$ cat src/hdl/ubb_pkg.sv
// constants for the parallel bit-bang port: register map, field layout, mode codes
// assumes a 32-bit axi4-lite register bus and an 8-bit parallel pin group
package ubb_pkg;
   // ***********************************************************
   // register map (byte addresses)
   // ***********************************************************
   localparam logic [7:0] ADDR_CTRL = 8'h00;
   localparam logic [7:0] ADDR_BAUD = 8'h04;
   localparam logic [7:0] ADDR_STATUS = 8'h08;
   // ***********************************************************
   // field positions
   // ***********************************************************
   localparam int CTRL_MODE_LSB = 0;
   localparam int CTRL_DIR_LSB = 8;
   localparam int STAT_PINS_LSB = 0;
   localparam int STAT_OUT_LSB = 8;
   localparam int STAT_BUSY_BIT = 16;
   localparam int STAT_PEND_BIT = 17;
   // ***********************************************************
   // mode codes carried by the mode select command
   // ***********************************************************
   localparam logic [7:0] MODE_OFF = 8'h00;
   localparam logic [7:0] MODE_ASYNC = 8'h01;
   localparam logic [7:0] MODE_SYNC = 8'h04;
   // ***********************************************************
   // reset values
   // ***********************************************************
   localparam logic [7:0] RST_MODE = 8'h00;
   localparam logic [7:0] RST_DIR = 8'h00;
   localparam logic [7:0] RST_PIN_OUT = 8'h00;
   localparam logic [15:0] RST_BAUD = 16'h0010;
   // ***********************************************************
   // bus responses
   // ***********************************************************
   localparam logic [1:0] RESP_OKAY = 2'h0;
   localparam logic [1:0] RESP_SLVERR = 2'h2;
endpackage

$ cat src/hdl/ubb_port.sv
// one channel of the parallel bit-bang port: pins, strobes, host queues, axi4-lite registers
// assumes queue handshakes and the bus run on i_ref_clk; pin inputs are asynchronous
// How it works
// - each channel instance is set to off, asynchronous or synchronous bit-bang on its own
// - asynchronous mode drives the internal read and write strobes onto their output pins
// - asynchronous mode drives host bytes onto output pins paced by the baud generator
// - asynchronous outputs change only on new byte plus baud tick, else hold
// - an eight-bit direction mask comes with mode select and holds until the next
// - mode value 1 selects asynchronous, value 4 selects synchronous bit-bang
// - synchronous outputs change only when a host byte arrives, then write strobe pulses
// - synchronous pins are sampled only when a byte is written, never unsolicited
// - synchronous mode processes a byte only while the to-host queue has room
// - pins are sampled before the new byte is applied, one byte behind
// - sample with strobe low, strobe high while forwarding, low again as outputs change
// - one cycle of data setup after outputs change, then write strobe pulses
// - write strobe follows the taking of a byte from the from-host queue
// - read strobe rising edge outside a write pulse marks the sample placed into the to-host queue
//
// Local design decisions: the AXI4-Lite slave port and the register offsets.
module ubb_port #(
   parameter int WIDTH = 8,
   parameter int BAUD_W = 16
) (
   // clock and reset
   input wire logic i_ref_clk,
   input wire logic i_rst,
   // axi4-lite slave
   input wire logic [7:0] i_awaddr,
   input wire logic i_awvalid,
   output logic o_awready,
   input wire logic [31:0] i_wdata,
   input wire logic [3:0] i_wstrb,
   input wire logic i_wvalid,
   output logic o_wready,
   output logic [1:0] o_bresp,
   output logic o_bvalid,
   input wire logic i_bready,
   input wire logic [7:0] i_araddr,
   input wire logic i_arvalid,
   output logic o_arready,
   output logic [31:0] o_rdata,
   output logic [1:0] o_rresp,
   output logic o_rvalid,
   input wire logic i_rready,
   // from-host queue
   input wire logic [7:0] i_from_host_queue_data,
   input wire logic i_from_host_queue_valid,
   output logic o_from_host_queue_ready,
   // to-host queue
   output logic [7:0] o_to_host_queue_data,
   output logic o_to_host_queue_valid,
   input wire logic i_to_host_queue_ready,
   // parallel pins
   input wire logic [WIDTH-1:0] i_pin,
   output logic [WIDTH-1:0] o_pin,
   output logic [WIDTH-1:0] o_pin_oe,
   output logic o_pin_sample_strobe_n,
   output logic o_pin_update_strobe_n
);
   if (WIDTH != 8) $error("ubb_port serves an 8-bit pin group only");
   if (BAUD_W < 1 || BAUD_W > 16) $error("ubb_port baud width must be 1..16");

   typedef enum logic [4:0] {
      ST_IDLE = 5'h01,
      ST_READ = 5'h02,
      ST_FWD = 5'h04,
      ST_SETUP = 5'h08,
      ST_WRITE = 5'h10
   } ubb_state_t;

   function automatic logic [31:0] merge(input logic [31:0] old, input logic [31:0] nw,
                                         input logic [3:0] be);
      logic [31:0] r;
      r = old;
      for (int i = 0; i < 4; i++) begin
         if (be[i]) r[i*8 +: 8] = nw[i*8 +: 8];
      end
      return r;
   endfunction

   // ***********************************************************
   // pin synchroniser
   // ***********************************************************
   logic [WIDTH-1:0] pin_meta;
   logic [WIDTH-1:0] pin_sync;
   always_ff @(posedge i_ref_clk) begin
      pin_meta <= i_pin;
      pin_sync <= pin_meta;
   end

   // ***********************************************************
   // register bus
   // ***********************************************************
   logic [7:0] mode, next_mode;
   logic [7:0] dir, next_dir;
   logic [BAUD_W-1:0] baud, next_baud;
   logic aw_held, next_aw_held;
   logic w_held, next_w_held;
   logic [7:0] aw_addr, next_aw_addr;
   logic [31:0] w_data, next_w_data;
   logic [3:0] w_strb, next_w_strb;
   logic bvalid, next_bvalid;
   logic [1:0] bresp, next_bresp;
   logic rvalid, next_rvalid;
   logic [31:0] rdata, next_rdata;
   logic [1:0] rresp, next_rresp;
   logic mode_written;
   ubb_state_t state, next_state;
   logic [WIDTH-1:0] pin_out;
   logic th_valid;

   assign o_awready = !aw_held && !bvalid;
   assign o_wready = !w_held && !bvalid;
   assign o_arready = !rvalid;
   assign o_bvalid = bvalid;
   assign o_bresp = bresp;
   assign o_rvalid = rvalid;
   assign o_rdata = rdata;
   assign o_rresp = rresp;

   always_comb begin
      logic [31:0] ctrl_word;
      logic [31:0] merged;
      ctrl_word = '0;
      merged = '0;
      next_mode = mode;
      next_dir = dir;
      next_baud = baud;
      next_aw_held = aw_held;
      next_w_held = w_held;
      next_aw_addr = aw_addr;
      next_w_data = w_data;
      next_w_strb = w_strb;
      next_bvalid = bvalid;
      next_bresp = bresp;
      next_rvalid = rvalid;
      next_rdata = rdata;
      next_rresp = rresp;
      mode_written = 1'b0;
      // write address and data are taken in either order
      if (i_awvalid && o_awready) begin
         next_aw_held = 1'b1;
         next_aw_addr = i_awaddr;
      end
      if (i_wvalid && o_wready) begin
         next_w_held = 1'b1;
         next_w_data = i_wdata;
         next_w_strb = i_wstrb;
      end
      if (aw_held && w_held) begin
         next_aw_held = 1'b0;
         next_w_held = 1'b0;
         next_bvalid = 1'b1;
         next_bresp = ubb_pkg::RESP_OKAY;
         ctrl_word[ubb_pkg::CTRL_MODE_LSB +: 8] = mode;
         ctrl_word[ubb_pkg::CTRL_DIR_LSB +: 8] = dir;
         unique case (aw_addr)
            ubb_pkg::ADDR_CTRL: begin
               // mode and direction are one command; each field moves only where its byte strobe is set
               merged = merge(ctrl_word, w_data, w_strb);
               next_mode = merged[ubb_pkg::CTRL_MODE_LSB +: 8];
               next_dir = merged[ubb_pkg::CTRL_DIR_LSB +: 8];
               mode_written = 1'b1;
            end
            ubb_pkg::ADDR_BAUD: begin
               merged = merge({{(32-BAUD_W){1'b0}}, baud}, w_data, w_strb);
               next_baud = merged[BAUD_W-1:0];
            end
            ubb_pkg::ADDR_STATUS: next_bresp = ubb_pkg::RESP_OKAY;
            default: next_bresp = ubb_pkg::RESP_SLVERR;
         endcase
      end
      if (bvalid && i_bready) next_bvalid = 1'b0;
      if (rvalid && i_rready) next_rvalid = 1'b0;
      if (i_arvalid && o_arready) begin
         next_rvalid = 1'b1;
         next_rresp = ubb_pkg::RESP_OKAY;
         next_rdata = '0;
         unique case (i_araddr)
            ubb_pkg::ADDR_CTRL: begin
               next_rdata[ubb_pkg::CTRL_MODE_LSB +: 8] = mode;
               next_rdata[ubb_pkg::CTRL_DIR_LSB +: 8] = dir;
            end
            ubb_pkg::ADDR_BAUD: next_rdata[BAUD_W-1:0] = baud;
            ubb_pkg::ADDR_STATUS: begin
               next_rdata[ubb_pkg::STAT_PINS_LSB +: 8] = pin_sync;
               next_rdata[ubb_pkg::STAT_OUT_LSB +: 8] = pin_out;
               next_rdata[ubb_pkg::STAT_BUSY_BIT] = (state != ST_IDLE);
               next_rdata[ubb_pkg::STAT_PEND_BIT] = th_valid;
            end
            default: next_rresp = ubb_pkg::RESP_SLVERR;
         endcase
      end
   end

   always_ff @(posedge i_ref_clk) begin
      if (i_rst) begin
         mode <= ubb_pkg::RST_MODE;
         dir <= ubb_pkg::RST_DIR;
         baud <= ubb_pkg::RST_BAUD[BAUD_W-1:0];
         aw_held <= 1'b0;
         w_held <= 1'b0;
         aw_addr <= 8'h00;
         w_data <= 32'h00000000;
         w_strb <= 4'h0;
         bvalid <= 1'b0;
         bresp <= ubb_pkg::RESP_OKAY;
         rvalid <= 1'b0;
         rdata <= 32'h00000000;
         rresp <= ubb_pkg::RESP_OKAY;
      end else begin
         mode <= next_mode;
         dir <= next_dir;
         baud <= next_baud;
         aw_held <= next_aw_held;
         w_held <= next_w_held;
         aw_addr <= next_aw_addr;
         w_data <= next_w_data;
         w_strb <= next_w_strb;
         bvalid <= next_bvalid;
         bresp <= next_bresp;
         rvalid <= next_rvalid;
         rdata <= next_rdata;
         rresp <= next_rresp;
      end
   end

   // ***********************************************************
   // bit-bang engine
   // ***********************************************************
   logic is_async;
   logic is_sync;
   logic tick;
   logic [BAUD_W-1:0] baud_cnt, next_baud_cnt;
   logic [WIDTH-1:0] next_pin_out;
   logic [WIDTH-1:0] pin_oe, next_pin_oe;
   logic [7:0] th_data, next_th_data;
   logic next_th_valid;
   logic rd_n, next_rd_n;
   logic wr_n, next_wr_n;
   logic take;

   assign is_async = (mode == ubb_pkg::MODE_ASYNC);
   assign is_sync = (mode == ubb_pkg::MODE_SYNC);
   assign tick = (baud_cnt == '0);
   // async takes a byte only on a tick; sync takes it once the sample is queued
   assign take = i_from_host_queue_valid &&
                 ((is_async && tick) || (state == ST_SETUP));
   assign o_from_host_queue_ready = (is_async && tick) || (state == ST_SETUP);
   assign o_to_host_queue_data = th_data;
   assign o_to_host_queue_valid = th_valid;
   assign o_pin = pin_out;
   assign o_pin_oe = pin_oe;
   assign o_pin_sample_strobe_n = rd_n;
   assign o_pin_update_strobe_n = wr_n;

   always_comb begin
      next_state = state;
      next_baud_cnt = tick ? baud : baud_cnt - 1'b1;
      next_pin_out = pin_out;
      next_pin_oe = (is_async || is_sync) ? dir : '0;
      next_th_data = th_data;
      next_th_valid = th_valid;
      next_rd_n = 1'b1;
      next_wr_n = 1'b1;
      if (th_valid && i_to_host_queue_ready) next_th_valid = 1'b0;
      if (is_async) begin
         if (take) begin
            next_pin_out = i_from_host_queue_data;
            next_wr_n = 1'b0;
         end
         // sample on the same pace; a sample still waiting is not overwritten
         if (tick && !next_th_valid) begin
            next_th_data = pin_sync;
            next_th_valid = 1'b1;
            next_rd_n = 1'b0;
         end
      end
      unique case (state)
         ST_IDLE: begin
            // room for the sample must exist before the byte is touched
            if (is_sync && i_from_host_queue_valid && i_to_host_queue_ready && !th_valid)
               next_state = ST_READ;
         end
         ST_READ: begin
            next_th_data = pin_sync;
            next_rd_n = 1'b0;
            next_state = ST_FWD;
         end
         ST_FWD: begin
            // strobe goes back high as the sample enters the queue
            next_th_valid = 1'b1;
            next_state = ST_SETUP;
         end
         ST_SETUP: begin
            if (take) begin
               next_pin_out = i_from_host_queue_data;
               next_rd_n = 1'b0;
               next_state = ST_WRITE;
            end else begin
               next_state = ST_IDLE;
            end
         end
         ST_WRITE: begin
            // the new pins have had one cycle of setup when the strobe falls
            next_wr_n = 1'b0;
            next_state = ST_IDLE;
         end
         default: next_state = ST_IDLE;
      endcase
      // a new mode select abandons any cycle in flight
      if (mode_written) next_state = ST_IDLE;
   end

   always_ff @(posedge i_ref_clk) begin
      if (i_rst) begin
         state <= ST_IDLE;
         baud_cnt <= ubb_pkg::RST_BAUD[BAUD_W-1:0];
         pin_out <= ubb_pkg::RST_PIN_OUT;
         pin_oe <= ubb_pkg::RST_DIR;
         th_data <= 8'h00;
         th_valid <= 1'b0;
         rd_n <= 1'b1;
         wr_n <= 1'b1;
      end else begin
         state <= next_state;
         baud_cnt <= next_baud_cnt;
         pin_out <= next_pin_out;
         pin_oe <= next_pin_oe;
         th_data <= next_th_data;
         th_valid <= next_th_valid;
         rd_n <= next_rd_n;
         wr_n <= next_wr_n;
      end
   end
endmodule

$ cat config.mk
export PLATFORM = sky130hd
export DESIGN_NAME = ubb_port
export DESIGN_NICKNAME = d
export VERILOG_FILES = /design/src/hdl/ubb_pkg.sv /design/src/hdl/ubb_port.sv
export SDC_FILE = /design/constraint.sdc
export NUM_CORES = 1
export LEC_CHECK = 0
export ABC_CLOCK_PERIOD_IN_PS = 4520
export BUFFER_PORTS_ARGS = -buffer_cell sky130_fd_sc_hd__buf_2
export CORE_MARGIN = 10
export CORE_UTILIZATION = 55
export CTS_CLUSTER_SIZE = 10
export DETAILED_ROUTE_END_ITERATION = 16
export GPL_ROUTABILITY_DRIVEN = 0
export MAX_ROUTING_LAYER = met4
export PLACE_DENSITY = 0.88
export SLEW_MARGIN = 40
export SYNTH_ARGS = -nofsm -noshare
export SYNTH_HDL_FRONTEND = slang
export SYNTH_SLANG_ARGS = --single-unit
$ cat constraint.sdc
create_clock -name i_ref_clk -period 4.52 [get_ports i_ref_clk]
set_input_delay 0.452 -clock i_ref_clk [delete_from_list [all_inputs] [get_ports i_ref_clk]]
set_output_delay 0.452 -clock i_ref_clk [all_outputs]
set_load 0.02 [all_outputs]
# Word level (Yosys, flattened, before mapping)
# Cells that the tools add are included.
dict set report word_totals {
  regBits 148
  latch_bits 0
  mem_bits_rw 0
  rom_bits 0
  input_bits 77
  output_inout_bits 69
  word_cells 109
  n_memories 0
}
dict set report op_classes {
  addsub 1
  mul 0
  n_div 0
  order_cmp 0
  eq_ne 13
  shift 0
  muxes 30
  bitwise 1
  reduce_logical 40
}
# op n
set op_table {}
lappend op_table {{2-to-1 mux 8 bit} 7}
lappend op_table {{case mux 16 bit (3 select lines)} 1}
lappend op_table {{equality test 8 x 3 -> 1 bit, second input constant} 3}
lappend op_table {{case mux 5 bit (4 select lines)} 1}
lappend op_table {{equality test 8 x 4 -> 1 bit, second input constant} 2}
lappend op_table {{zero test 16 bit} 1}
lappend op_table {{zero test 8 bit} 2}
lappend op_table {{2-to-1 mux 16 bit} 1}
lappend op_table {{subtractor 16 x 1 -> 16 bit, second input constant} 1}
lappend op_table {{logical AND 1 bit} 15}
lappend op_table {{2-to-1 mux 1 bit} 14}
lappend op_table {{AND reduction 3 bit} 4}
lappend op_table {{2-to-1 mux 5 bit} 2}
lappend op_table {{equality test 8 x 1 -> 1 bit, second input constant} 1}
lappend op_table {{OR reduction 2 bit} 4}
lappend op_table {{zero test 1 bit} 6}
lappend op_table {{2-to-1 mux 2 bit} 3}
lappend op_table {{nonzero test 2 bit} 3}
lappend op_table {{OR reduction 3 bit} 2}
lappend op_table {{equality test 5 x 1 -> 1 bit, second input constant} 1}
lappend op_table {{equality test 5 x 2 -> 1 bit, second input constant} 1}
lappend op_table {{equality test 5 x 3 -> 1 bit, second input constant} 1}
lappend op_table {{equality test 5 x 4 -> 1 bit, second input constant} 1}
lappend op_table {{equality test 5 bit, second input constant} 1}
lappend op_table {{other kinds (6)} 7}

# Longest topological paths before layout
# Gate-level depths: netlist of run 1.
dict set report logic_depth {
  word_depth 8
  ltp_mapped 7
  depth_no_buf 6
}

# Worst setup path before layout of run 1
# No wires, ideal clock.
dict set report synth_timing {
  path_kind {flip-flop to output port}
  startpoint {reg baud_cnt[0]}
  endpoint {out o_from_host_queue_ready}
  arrival_ns 1.706
  t_required_ns 4.068
  setup_slack_ns 2.362
  stages_incl_launch_ff 7
  path_buffers 0
  cell_sequence {dfxtp_1 inv_1 ha_1 nor3b_2 nand4_2 or3_1 nand2_1}
}
dict set report synth_via {
  elab_chain_len 3
}
# element line_no
set synth_lines {}
lappend synth_lines {{from (decl)} ubb_port.sv:234} ;# logic [BAUD_W-1:0] baud_cnt, next_baud_cnt;
lappend synth_lines {{from (signal assigned)} ubb_port.sv:318} ;# baud_cnt <= ubb_pkg::RST_BAUD[BAUD_W-1:0];
lappend synth_lines {{from (signal assigned)} ubb_port.sv:327} ;# baud_cnt <= next_baud_cnt;
lappend synth_lines {{zero test 16 bit} ubb_port.sv:245} ;# assign tick = (baud_cnt == '0);
lappend synth_lines {{logical AND 1 bit} ubb_port.sv:249} ;# assign o_from_host_queue_ready = (is_async && tick) || (state == ST_SETUP);
lappend synth_lines {{logical OR 1 bit} ubb_port.sv:249}
lappend synth_lines {{to (decl)} ubb_port.sv:48} ;# output logic o_from_host_queue_ready,
# No other way between the ends.

# Worst setup path after layout of run 1
# Ends and elaborated chain as after synthesis.

==> impl_metrics.tcl, run 1 <==
set metrics [dict create \
    htreeDepth 4 \
    nets 819 \
    maxCapViolCount 0 \
    io_pins 146 \
    max_stage_delay_ps 540 \
    numCtsBuffers 17 \
    p_per_area_nw_per_um2 473 \
    status "finished clean" \
    synth-simple-area-share_pct 21.0 \
    synth_fa_ha_area_share_pct 0.216 \
    timing.final.hold_violations 0 \
    floorplan.core_area_um2 10300 \
    fin_area_um2 6950 \
    fin_crit_sh_pct 72.7 \
    ys_types 50 \
    crit_path_end_kind "output pin" \
    grt_pass1_wl_mm 24.6 \
    mostFrequentLayoutCells "nand2_1 (163), dfxtp_1 (146), buf_2 (111)" \
    hpwl_mm 10.8 \
    crit_path_top_delay_cell "nor3b_2" \
    cp_max_fo 10 \
    port_buffers 111 \
    clkLatencyLatePin_ps 520 \
    synth_top_family_by_area "simple AND/OR/NAND/NOR gates" \
    worst_clock_skew_ps 8.04 \
    drive_gt1_share_pct 20.6 \
    cts_buffer_depth 2 \
    synthMuxAreaShare_pct 11.4 \
    cts_resized 0 \
    period_needed_ps 3280 \
    numClockSinks 146 \
    ys.flop_type "dfxtp_1" \
    hold_buffers 0 \
    leakage_nw 3.11 \
    critPathKind "reg2out" \
    syn_avg_cell_area_um2 9.06 \
    final_common_cell "nand2_1" \
    crit_buf_inv 2 \
    syn2layout_area_growth_pct 19.9 \
    placed_area_um2 6360 \
    finalWorstSetupSlack_ps 1240 \
    die-height_um 123 \
    root_buffer "clkbuf_8" \
    diodes 0 \
    max_freq_mhz 304 \
    slew_violations 0 \
    synth_async_sr_flop_share_pct 0 \
    post_drt_via_cell_ratio 5.52 \
    drc 0 \
    worstPathRequired_ps 4070 \
    vdd_drop_max_uv 338 \
    wl_per_cell_um 17.4 \
    synth_cells 640 \
    rsz0062_at_grt "false" \
    postRouteWirelength_mm 15.5 \
    via_count 4909 \
    setup_violations 0 \
    overflow 0 \
    slew_headroom_pct 47.1 \
    hp-class "in2reg" \
    wl_met2_mm 7.75 \
    first_pass_iters 5 \
    synth-xor-area-share_pct 1.36 \
    crit_family "simple AND/OR/NAND/NOR gates" \
    synth_edf_count 0 \
    synth-seq-cells 146 \
    synth-seq-area-share_pct 50.4 \
    worst_pin_slew_ps 792 \
    worstSetupStartpointType "flip-flop" \
    drt_iter0_drc 426 \
    dieArea_um2 15000 \
    syn_area_um2 5800 \
    fin_tns_setup_ps 0 \
    route.met3.wl_um 946 \
    dp_slack_ps 1900 \
    clk_pin_slew_worst_paths_ps 60 \
    cts_tree "yes" \
    ant_nets 0 \
    synth_compound_area_share_pct 10.7 \
    grt_max_degree 54 \
    grt_antenna_before_repair 0 \
    power_mw 3.29 \
    die_x_um 123 \
    std_cell_rows 37 \
    cts_setup_buffers 0 \
    yosysWarnings 0 \
    start_util_pct 56.4 \
    top_layer_used "met4" \
    path_cells "inv_1 > ha_1 > nor3b_2 > nand4_2 > or3_1 > nand2_1 > buf_2" \
    wl_met1_mm 6.59 \
    postLayoutCoreUtil_pct 67.7 \
    cp.arrival_ps 2830 \
    grt_pass1_vias 5046 \
    grt_usage_pct 20.9 \
]
-- metal layers --
metal  global-route usage, %  up-vias
met5                       -        -
met1                    23.5     2335
li1                        -     2364
met4                    7.07        0
met3                    5.56       21
met2                    35.2      189
-- power by group --
part | internal (mW) | switching (mW)
logic | 0.179 | 0.335
clock network | 0.812 | 0.519
registers | 1.37 | 0.0811
-- flip-flops by register name, summed over array words and instances (netlist names), 2 cells and up --
signal                cells
o_rdata                  18
baud                     16
baud_cnt                 16
w_data                   16
aw_addr                   8
dir                       8
mode                      8
o_pin                     8
o_pin_oe                  8
o_to_host_queue_data      8
pin_meta                  8
pin_sync                  8
state                     5
w_strb                    2
-- synthesized netlist by cell type (8+ instances only) --
cell,instances,share of area [%]
nor3_1,16,1.4
nor2_1,25,1.6
and2_1,12,1.3
a21oi_1,41,3.5
nand3_1,8,0.69
dfxtp_1,146,50
nand2_1,163,11
clkbuf_1,28,1.8
a22o_1,16,2.4
buf_4,16,2.1
o21ai_0,20,1.7
mux2i_1,65,11
-- final timing paths --
| check | startpoint | to | slack (ps) | cells after the start |
|---|---|---|---|---|
| hold / removal | i_pin[0] | pin_meta[0] | 30 | 1 |
| setup / recovery | baud_cnt[0] | o_from_host_queue_ready | 1240 | 7 |
| hold reg to reg | pin_meta[1] | pin_sync[1] | 330 | 0 |
| setup reg to reg | baud_cnt[0] | o_to_host_queue_data[0] | 1850 | 6 |
-- stage by stage --
step                hold slack [ps]  std cells
floorplan                       310        655
global placement                312        855
detailed placement              315        855
CTS                            10.6        887
global route                   3.21        890
finish                         30.7        890
-- logic make-up (layout without fill, tap and decap cells) --
family,after synthesis,count (layout)
AO/OA/AOI/OAI,97,97
AND/OR/NAND/NOR,265,265
flip-flops,146,146
multiplexers,66,66
other,1,16
buffers and inverters,55,154
XOR/XNOR,9,9
adder cells (fa/ha/maj),1,1
-- final cells by class --
cell class / instances / area (um^2)
fill: 799 / 3320
clock inverter: 9 / 106
tap: 136 / 170
multi-input combinational: 454 / 2670
timing repair buffer: 117 / 608
inverter: 5 / 18.8
clock buffer: 23 / 457
sequential: 146 / 2920
Power figures use the tool's default switching activity.
==> run 2, diff against run 1 <==
--- a/config.mk
+++ b/config.mk
@@ -5,15 +5,16 @@
 export SDC_FILE = /design/constraint.sdc
 export NUM_CORES = 1
 export LEC_CHECK = 0
-export ABC_CLOCK_PERIOD_IN_PS = 4520
+export ABC_AREA = 1
+export ABC_CLOCK_PERIOD_IN_PS = 2900
 export BUFFER_PORTS_ARGS = -buffer_cell sky130_fd_sc_hd__buf_2
 export CORE_MARGIN = 10
-export CORE_UTILIZATION = 55
+export CORE_UTILIZATION = 48
 export CTS_CLUSTER_SIZE = 10
 export DETAILED_ROUTE_END_ITERATION = 16
 export GPL_ROUTABILITY_DRIVEN = 0
 export MAX_ROUTING_LAYER = met4
-export PLACE_DENSITY = 0.88
+export PLACE_DENSITY = 0.82
 export SLEW_MARGIN = 40
 export SYNTH_ARGS = -nofsm -noshare
 export SYNTH_HDL_FRONTEND = slang
==> constraint.sdc (replaced) <==
create_clock -name i_ref_clk -period 2.9 [get_ports i_ref_clk]
set_input_delay 0.29 -clock i_ref_clk [delete_from_list [all_inputs] [get_ports i_ref_clk]]
set_output_delay 0.29 -clock i_ref_clk [all_outputs]
set_load 0.02 [all_outputs]
==> impl_metrics.tcl, run 2 <==
set metrics [dict create \
    post_drt_via_cell_ratio 5.25 \
    hp-class "in2reg" \
    maxCapViolCount 0 \
    synth_area_leaders "dfxtp_1 (50%), nor2_1 (7.9%), nand2_1 (7.1%), nand3_1 (6.3%), o21ai_0 (5.5%)" \
    crit_start "baud_cnt[0]" \
    wl_per_cell_um 15.4 \
    timing.final.hold_violations 0 \
    top_layer_used "met4" \
    yosysWarnings 0 \
    ys.flop_type "dfxtp_1" \
    htreeDepth 4 \
    numClockSinks 146 \
    reg2reg_depth 10 \
    synth_cells 762 \
    grt_pass1_wl_mm 25.1 \
    cp.arrival_ps 1860 \
    diodes 0 \
    first_pass_iters 5 \
    rsz0062_at_grt "false" \
    cts_setup_buffers 0 \
    numCtsBuffers 17 \
    io_pins 146 \
    start_util_pct 49.1 \
    clk_pin_slew_worst_paths_ps 60 \
    overflow 0 \
    grt_max_degree 34 \
    hold_start "i_bready" \
    grt_pass1_vias 5166 \
    die-height_um 131 \
    ant_nets 0 \
    via_count 5411 \
    r2r_slack_ps 980 \
    syn_area_um2 5900 \
    drt_iter0_drc 429 \
    synth_edf_count 0 \
    crit_path_end_kind "output pin" \
    die_x_um 131 \
    wl_met1_mm 6.84 \
    clkLatencyLatePin_ps 420 \
    reg2reg_from "baud_cnt[0]" \
    holdPathEnd "o_bvalid" \
    cts_buffer_depth 2 \
    drive_gt1_share_pct 20.1 \
    synth-xor-area-share_pct 1.49 \
    synth-simple-area-share_pct 27.0 \
    synth_async_sr_flop_share_pct 0 \
    leakage_nw 3.09 \
    max_freq_mhz 465 \
    slew_violations 0 \
    dieArea_um2 17100 \
    critPathKind "reg2out" \
    drc 0 \
    slew_headroom_pct 52.5 \
    ys_types 36 \
    fin_crit_sh_pct 74.2 \
    worst_pin_slew_ps 707 \
    wl_met2_mm 7.41 \
    postRouteWirelength_mm 15.9 \
    synth_top_family_by_area "simple AND/OR/NAND/NOR gates" \
    worstPathRequired_ps 2610 \
    final_common_cell "dfxtp_1" \
    synth-seq-cells 146 \
    synth-seq-area-share_pct 49.6 \
    hpwl_mm 11.2 \
    root_buffer "clkbuf_16" \
    synth_top_area_share_pct 49.6 \
    worstReg2RegEnd "o_to_host_queue_data[3]" \
    cts_tree "yes" \
    setup_violations 0 \
    synth_compound_area_share_pct 13.2 \
    worst_clock_skew_ps 6.39 \
    worstSetupStartpointType "flip-flop" \
    synth_top_cell_by_area "dfxtp_1" \
    port_buffers 111 \
    yosys.cell_count.top_type "dfxtp_1" \
    route.met3.wl_mm 1.27 \
    largest_reg_flops 18 \
    std_cell_rows 40 \
    grt_usage_pct 19.0 \
    postLayoutCoreUtil_pct 59.6 \
    status "finished clean" \
    period_needed_ps 2150 \
    stdcell_count 1031 \
    grt_antenna_before_repair 0 \
    p_per_area_nw_per_um2 765 \
    nets 950 \
    synth_fa_ha_area_share_pct 0.212 \
    syn_avg_cell_area_um2 7.74 \
    cp_max_fo 11 \
    min_path_cells 2 \
    synthMuxAreaShare_pct 0 \
    vdd_drop_max_uv 461 \
    synth_common_cells "dfxtp_1 (146), nor2_1 (124), nand2_1 (112), nand3_1 (74), o21ai_0 (65)" \
    mostFrequentLayoutCells "dfxtp_1 (146), nor2_1 (124), nand2_1 (112)" \
    placedCellCount 992 \
    fillers 1055 \
    fin_tns_setup_ps 0 \
    floorplan.core_area_um2 12000 \
    syn2layout_area_growth_pct 21.4 \
]
[run 2: cell types whose count changed after synthesis, sizes merged, moves of 12 or more]
cell    delta
clkbuf    -14
nor2     +115
mux2i     -65
buf       +12
a21oi     +21
a22o      -16
nand3     +71
inv       +45
nand2     -45
o21ai     +54
[run 2: per-stage QoR]
stage                     cell area [um^2]  hold WS, ps  setup slack [ps]  power [mW]
after floorplan                       5950          310              1480        2.94
after global placement                6430          313              1080        3.08
after detailed placement              6430          318              1030        3.10
after CTS                             7160         40.8               748        5.49
after global routing                  7160         60.5               617        5.70
final                                 7160         56.2               748        5.48
[run 2: how the worst max path moves through the flow]
stage / cells after the start / end / slack, ps
after floorplan: 9 / baud_cnt[2] / 1480
after global placement: 10 / o_to_host_queue_data[5] / 1080
after detailed placement: 10 / o_to_host_queue_data[4] / 1030
after CTS: 7 / o_from_host_queue_ready / 750
after global routing: 7 / o_from_host_queue_ready / 620
final: 7 / o_from_host_queue_ready / 750
[run 2: routing by layer]
metal	track usage (%)	up-vias
met5	-	-
met1	23.4	2454
met2	29.5	245
met3	4.07	32
li1	-	2680
met4	8.44	0
[run 2: layout make-up]
class                   instances  area (um^2)  area share, %
clock buffers                  19          443           6.19
clock inverters                12          204           2.85
inverters                      52          196           2.75
multi-input cells             531         2530           35.4
flip-flops and latches        146         2920           40.8
well taps                     147          184           2.57
repair buffers                124          673           9.41
[run 2: what timing repair did]
action                    in CTS  in global routing
hold endpoints to repair       8                  0
resized for setup              0                  0
hold buffers                   8                  0
[run 2: power breakdown]
part	switching (mW)	total, mW	internal (mW)	leakage, nW
clock network	0.841	2.39	1.55	0.306
logic	0.531	0.828	0.297	1.59
registers	0.113	2.26	2.15	1.19
total	1.49	5.48	3.99	3.09
[run 2: worst max-delay path: stages, from the launching register on]
cell	delay [ps]
dfxtp_1	320
inv_1	90
ha_1	210
nand2_2	120
nor2_2	170
nand3_2	110
nand2_2	200
buf_2	220
[run 2: cells by family (layout without fill, tap and decap cells)]
logic type / Yosys count / in the layout
compound gates: 149 / 149
xor+xnor: 10 / 10
fa+ha+maj: 1 / 1
buf+inv: 100 / 207
flops: 146 / 146
other cells: 1 / 16
simple gates: 355 / 355
==> run 3, diff against run 2 <==
--- a/config.mk
+++ b/config.mk
@@ -6,15 +6,15 @@
 export NUM_CORES = 1
 export LEC_CHECK = 0
 export ABC_AREA = 1
-export ABC_CLOCK_PERIOD_IN_PS = 2900
+export ABC_CLOCK_PERIOD_IN_PS = 2000
 export BUFFER_PORTS_ARGS = -buffer_cell sky130_fd_sc_hd__buf_2
 export CORE_MARGIN = 10
-export CORE_UTILIZATION = 48
+export CORE_UTILIZATION = 53
 export CTS_CLUSTER_SIZE = 10
 export DETAILED_ROUTE_END_ITERATION = 16
 export GPL_ROUTABILITY_DRIVEN = 0
 export MAX_ROUTING_LAYER = met4
-export PLACE_DENSITY = 0.82
+export PLACE_DENSITY = 0.85
 export SLEW_MARGIN = 40
 export SYNTH_ARGS = -nofsm -noshare
 export SYNTH_HDL_FRONTEND = slang
==> constraint.sdc (replaced) <==
create_clock -name i_ref_clk -period 2 [get_ports i_ref_clk]
set_input_delay 0.2 -clock i_ref_clk [delete_from_list [all_inputs] [get_ports i_ref_clk]]
set_output_delay 0.2 -clock i_ref_clk [all_outputs]
set_load 0.02 [all_outputs]
==> impl_metrics.tcl, run 3 (same netlist as run 2, synthesis figures left out) <==
set metrics [dict create \
    status "finished clean" \
    syn2layout_area_growth_pct 28.4 \
    placed_area_um2 6460 \
    placedCellCount 989 \
    fin_crit_sh_pct 95.7 \
    start_util_pct 54.1 \
    hold_start "i_wdata[15]" \
    min_path_cells 3 \
    slew_violations 0 \
    grt_pass1_wl_mm 27.5 \
    holdWs_ps 31.0 \
    cp.arrival_ps 1710 \
    diodes 0 \
    post_drt_via_cell_ratio 5.36 \
    floorplan.core_area_um2 10900 \
    max_freq_mhz 522 \
    drc 0 \
    dieArea_um2 15700 \
    p_int_mw 5.74 \
    io_pins 146 \
    drt_iter0_drc 543 \
    drive_gt1_share_pct 20.1 \
    root_buffer "clkbuf_8" \
    power.switching_mw 2.24 \
    worstPathRequired_ps 1800 \
    worstReg2RegEnd "o_pin[2]" \
    maxCapViolCount 0 \
    fin_tns_setup_ps 0 \
    rsz0062_at_grt "false" \
    final_common_cell "dfxtp_1" \
    power_mw 7.98 \
    slew_headroom_pct 63.6 \
    seqPwrFrac_pct 41.0 \
    clk_pin_slew_worst_paths_ps 60 \
    htreeDepth 4 \
    grt_usage_pct 21.6 \
    postRouteWirelength_mm 16.9 \
    path_cells "inv_1 > ha_4 > nand2_4 > nor2_4 > nand3_2 > nand2_4 > buf_4" \
    stdcell_count 1067 \
    r2r_slack_ps 270 \
    numClockSinks 146 \
    ant_nets 0 \
    combPwrFrac_pct 17.0 \
    port_buffers 111 \
    cp_max_fo 6 \
    vdd_drop_max_uv 724 \
    power_frac_clock_pct 42.0 \
    crit_buf_inv 2 \
    critPathKind "reg2out" \
    sw_frac_of_total_pct 28.0 \
    period_needed_ps 1910 \
    grt_pass1_vias 5517 \
    nets 992 \
    hp-class "in2reg" \
    timing.critical_path.mode_cell "nand2_4" \
    via_count 5720 \
    reg2reg_from "baud_cnt[0]" \
    die_x_um 125 \
    worstSetupStartpointType "flip-flop" \
    hpwl_mm 11.1 \
    max_stage_delay_ps 310 \
    dp_slack_ps 280 \
    grt_antenna_before_repair 0 \
    grt_max_degree 64 \
    clkLatencyLatePin_ps 530 \
    finalWorstSetupSlack_ps 86.1 \
    timing.final.hold_violations 0 \
    crit_family "simple AND/OR/NAND/NOR gates" \
    std_cell_rows 38 \
    mostFrequentLayoutCells "dfxtp_1 (146), nor2_1 (124), nand2_1 (112)" \
    cts_tree "yes" \
    overflow 0 \
    crit_path_top_delay_cell "dfxtp_1" \
    wl_per_cell_um 15.9 \
    holdPathEnd "w_data[15]" \
    cts_buffer_depth 2 \
    p_per_area_nw_per_um2 1050 \
    leakage_nw 3.28 \
    numCtsBuffers 17 \
    largest_reg_flops 18 \
    setup_violations 0 \
    crit_path_end_kind "output pin" \
    fin_area_um2 7570 \
    worst_pin_slew_ps 543 \
    postLayoutCoreUtil_pct 69.5 \
    worst_clock_skew_ps 10.0 \
    first_pass_iters 5 \
    die-height_um 125 \
    reg2reg_depth 10 \
]
[run 3: power by group through the flow]
stage / sequential (mW) / clock (mW) / combinational (mW)
global placement: 3.32 / 0 / 1.15
global route: 3.29 / 3.49 / 1.52
finish: 3.27 / 3.35 / 1.35
floorplan: 3.30 / 0 / 0.966
CTS: 3.27 / 3.36 / 1.27
detailed placement: 3.32 / 0 / 1.18
[run 3: timing repair]
action	CTS	global route
setup buffers	1	3
resized for setup	2	4
pin swaps	1	1
hold endpoints to repair	41	0
hold buffers	42	0
setup endpoints to repair	1	1
[run 3: cell type report]
cell class	count	area [um^2]
multi-input cells	531	2560
clock buffers	22	453
flip-flops and latches	146	2920
repair buffers	166	1090
fillers	807	3320
inverters	52	196
well taps	140	175
clock inverters	10	174
[run 3: worst max-delay path by stage]
stage                           start                 endpoint  slack (ps)  depth (start not counted)
after floorplan           baud_cnt[0]              baud_cnt[2]         580                          9
after global placement    baud_cnt[0]                 o_pin[1]         350                          9
after detailed placement  baud_cnt[0]                 o_pin[2]         280                          9
after CTS                 baud_cnt[0]  o_from_host_queue_ready         0.4                          7
after global routing          mode[0]  o_from_host_queue_ready           1                          7
final                     baud_cnt[0]  o_from_host_queue_ready          90                          7
[run 3: layer usage]
metal	share of wire (%)	up-vias	global-route usage (%)
li1	-	2781	-
met1	41	2622	24.4
met2	48	260	34.9
met3	7.8	57	5.37
met4	3.2	0	11.0
met5	0	-	-
[run 3: worst register-to-register path, stage by stage (launching register included)]
cell and delay, ps:
dfxtp_1 310, inv_1 130, ha_4 170, nand2_4 80, nor2_4 140, nand3_2 120
nand2_4 100, buf_4 180, nand2_1 190, nand2_1 120, a21oi_1 70
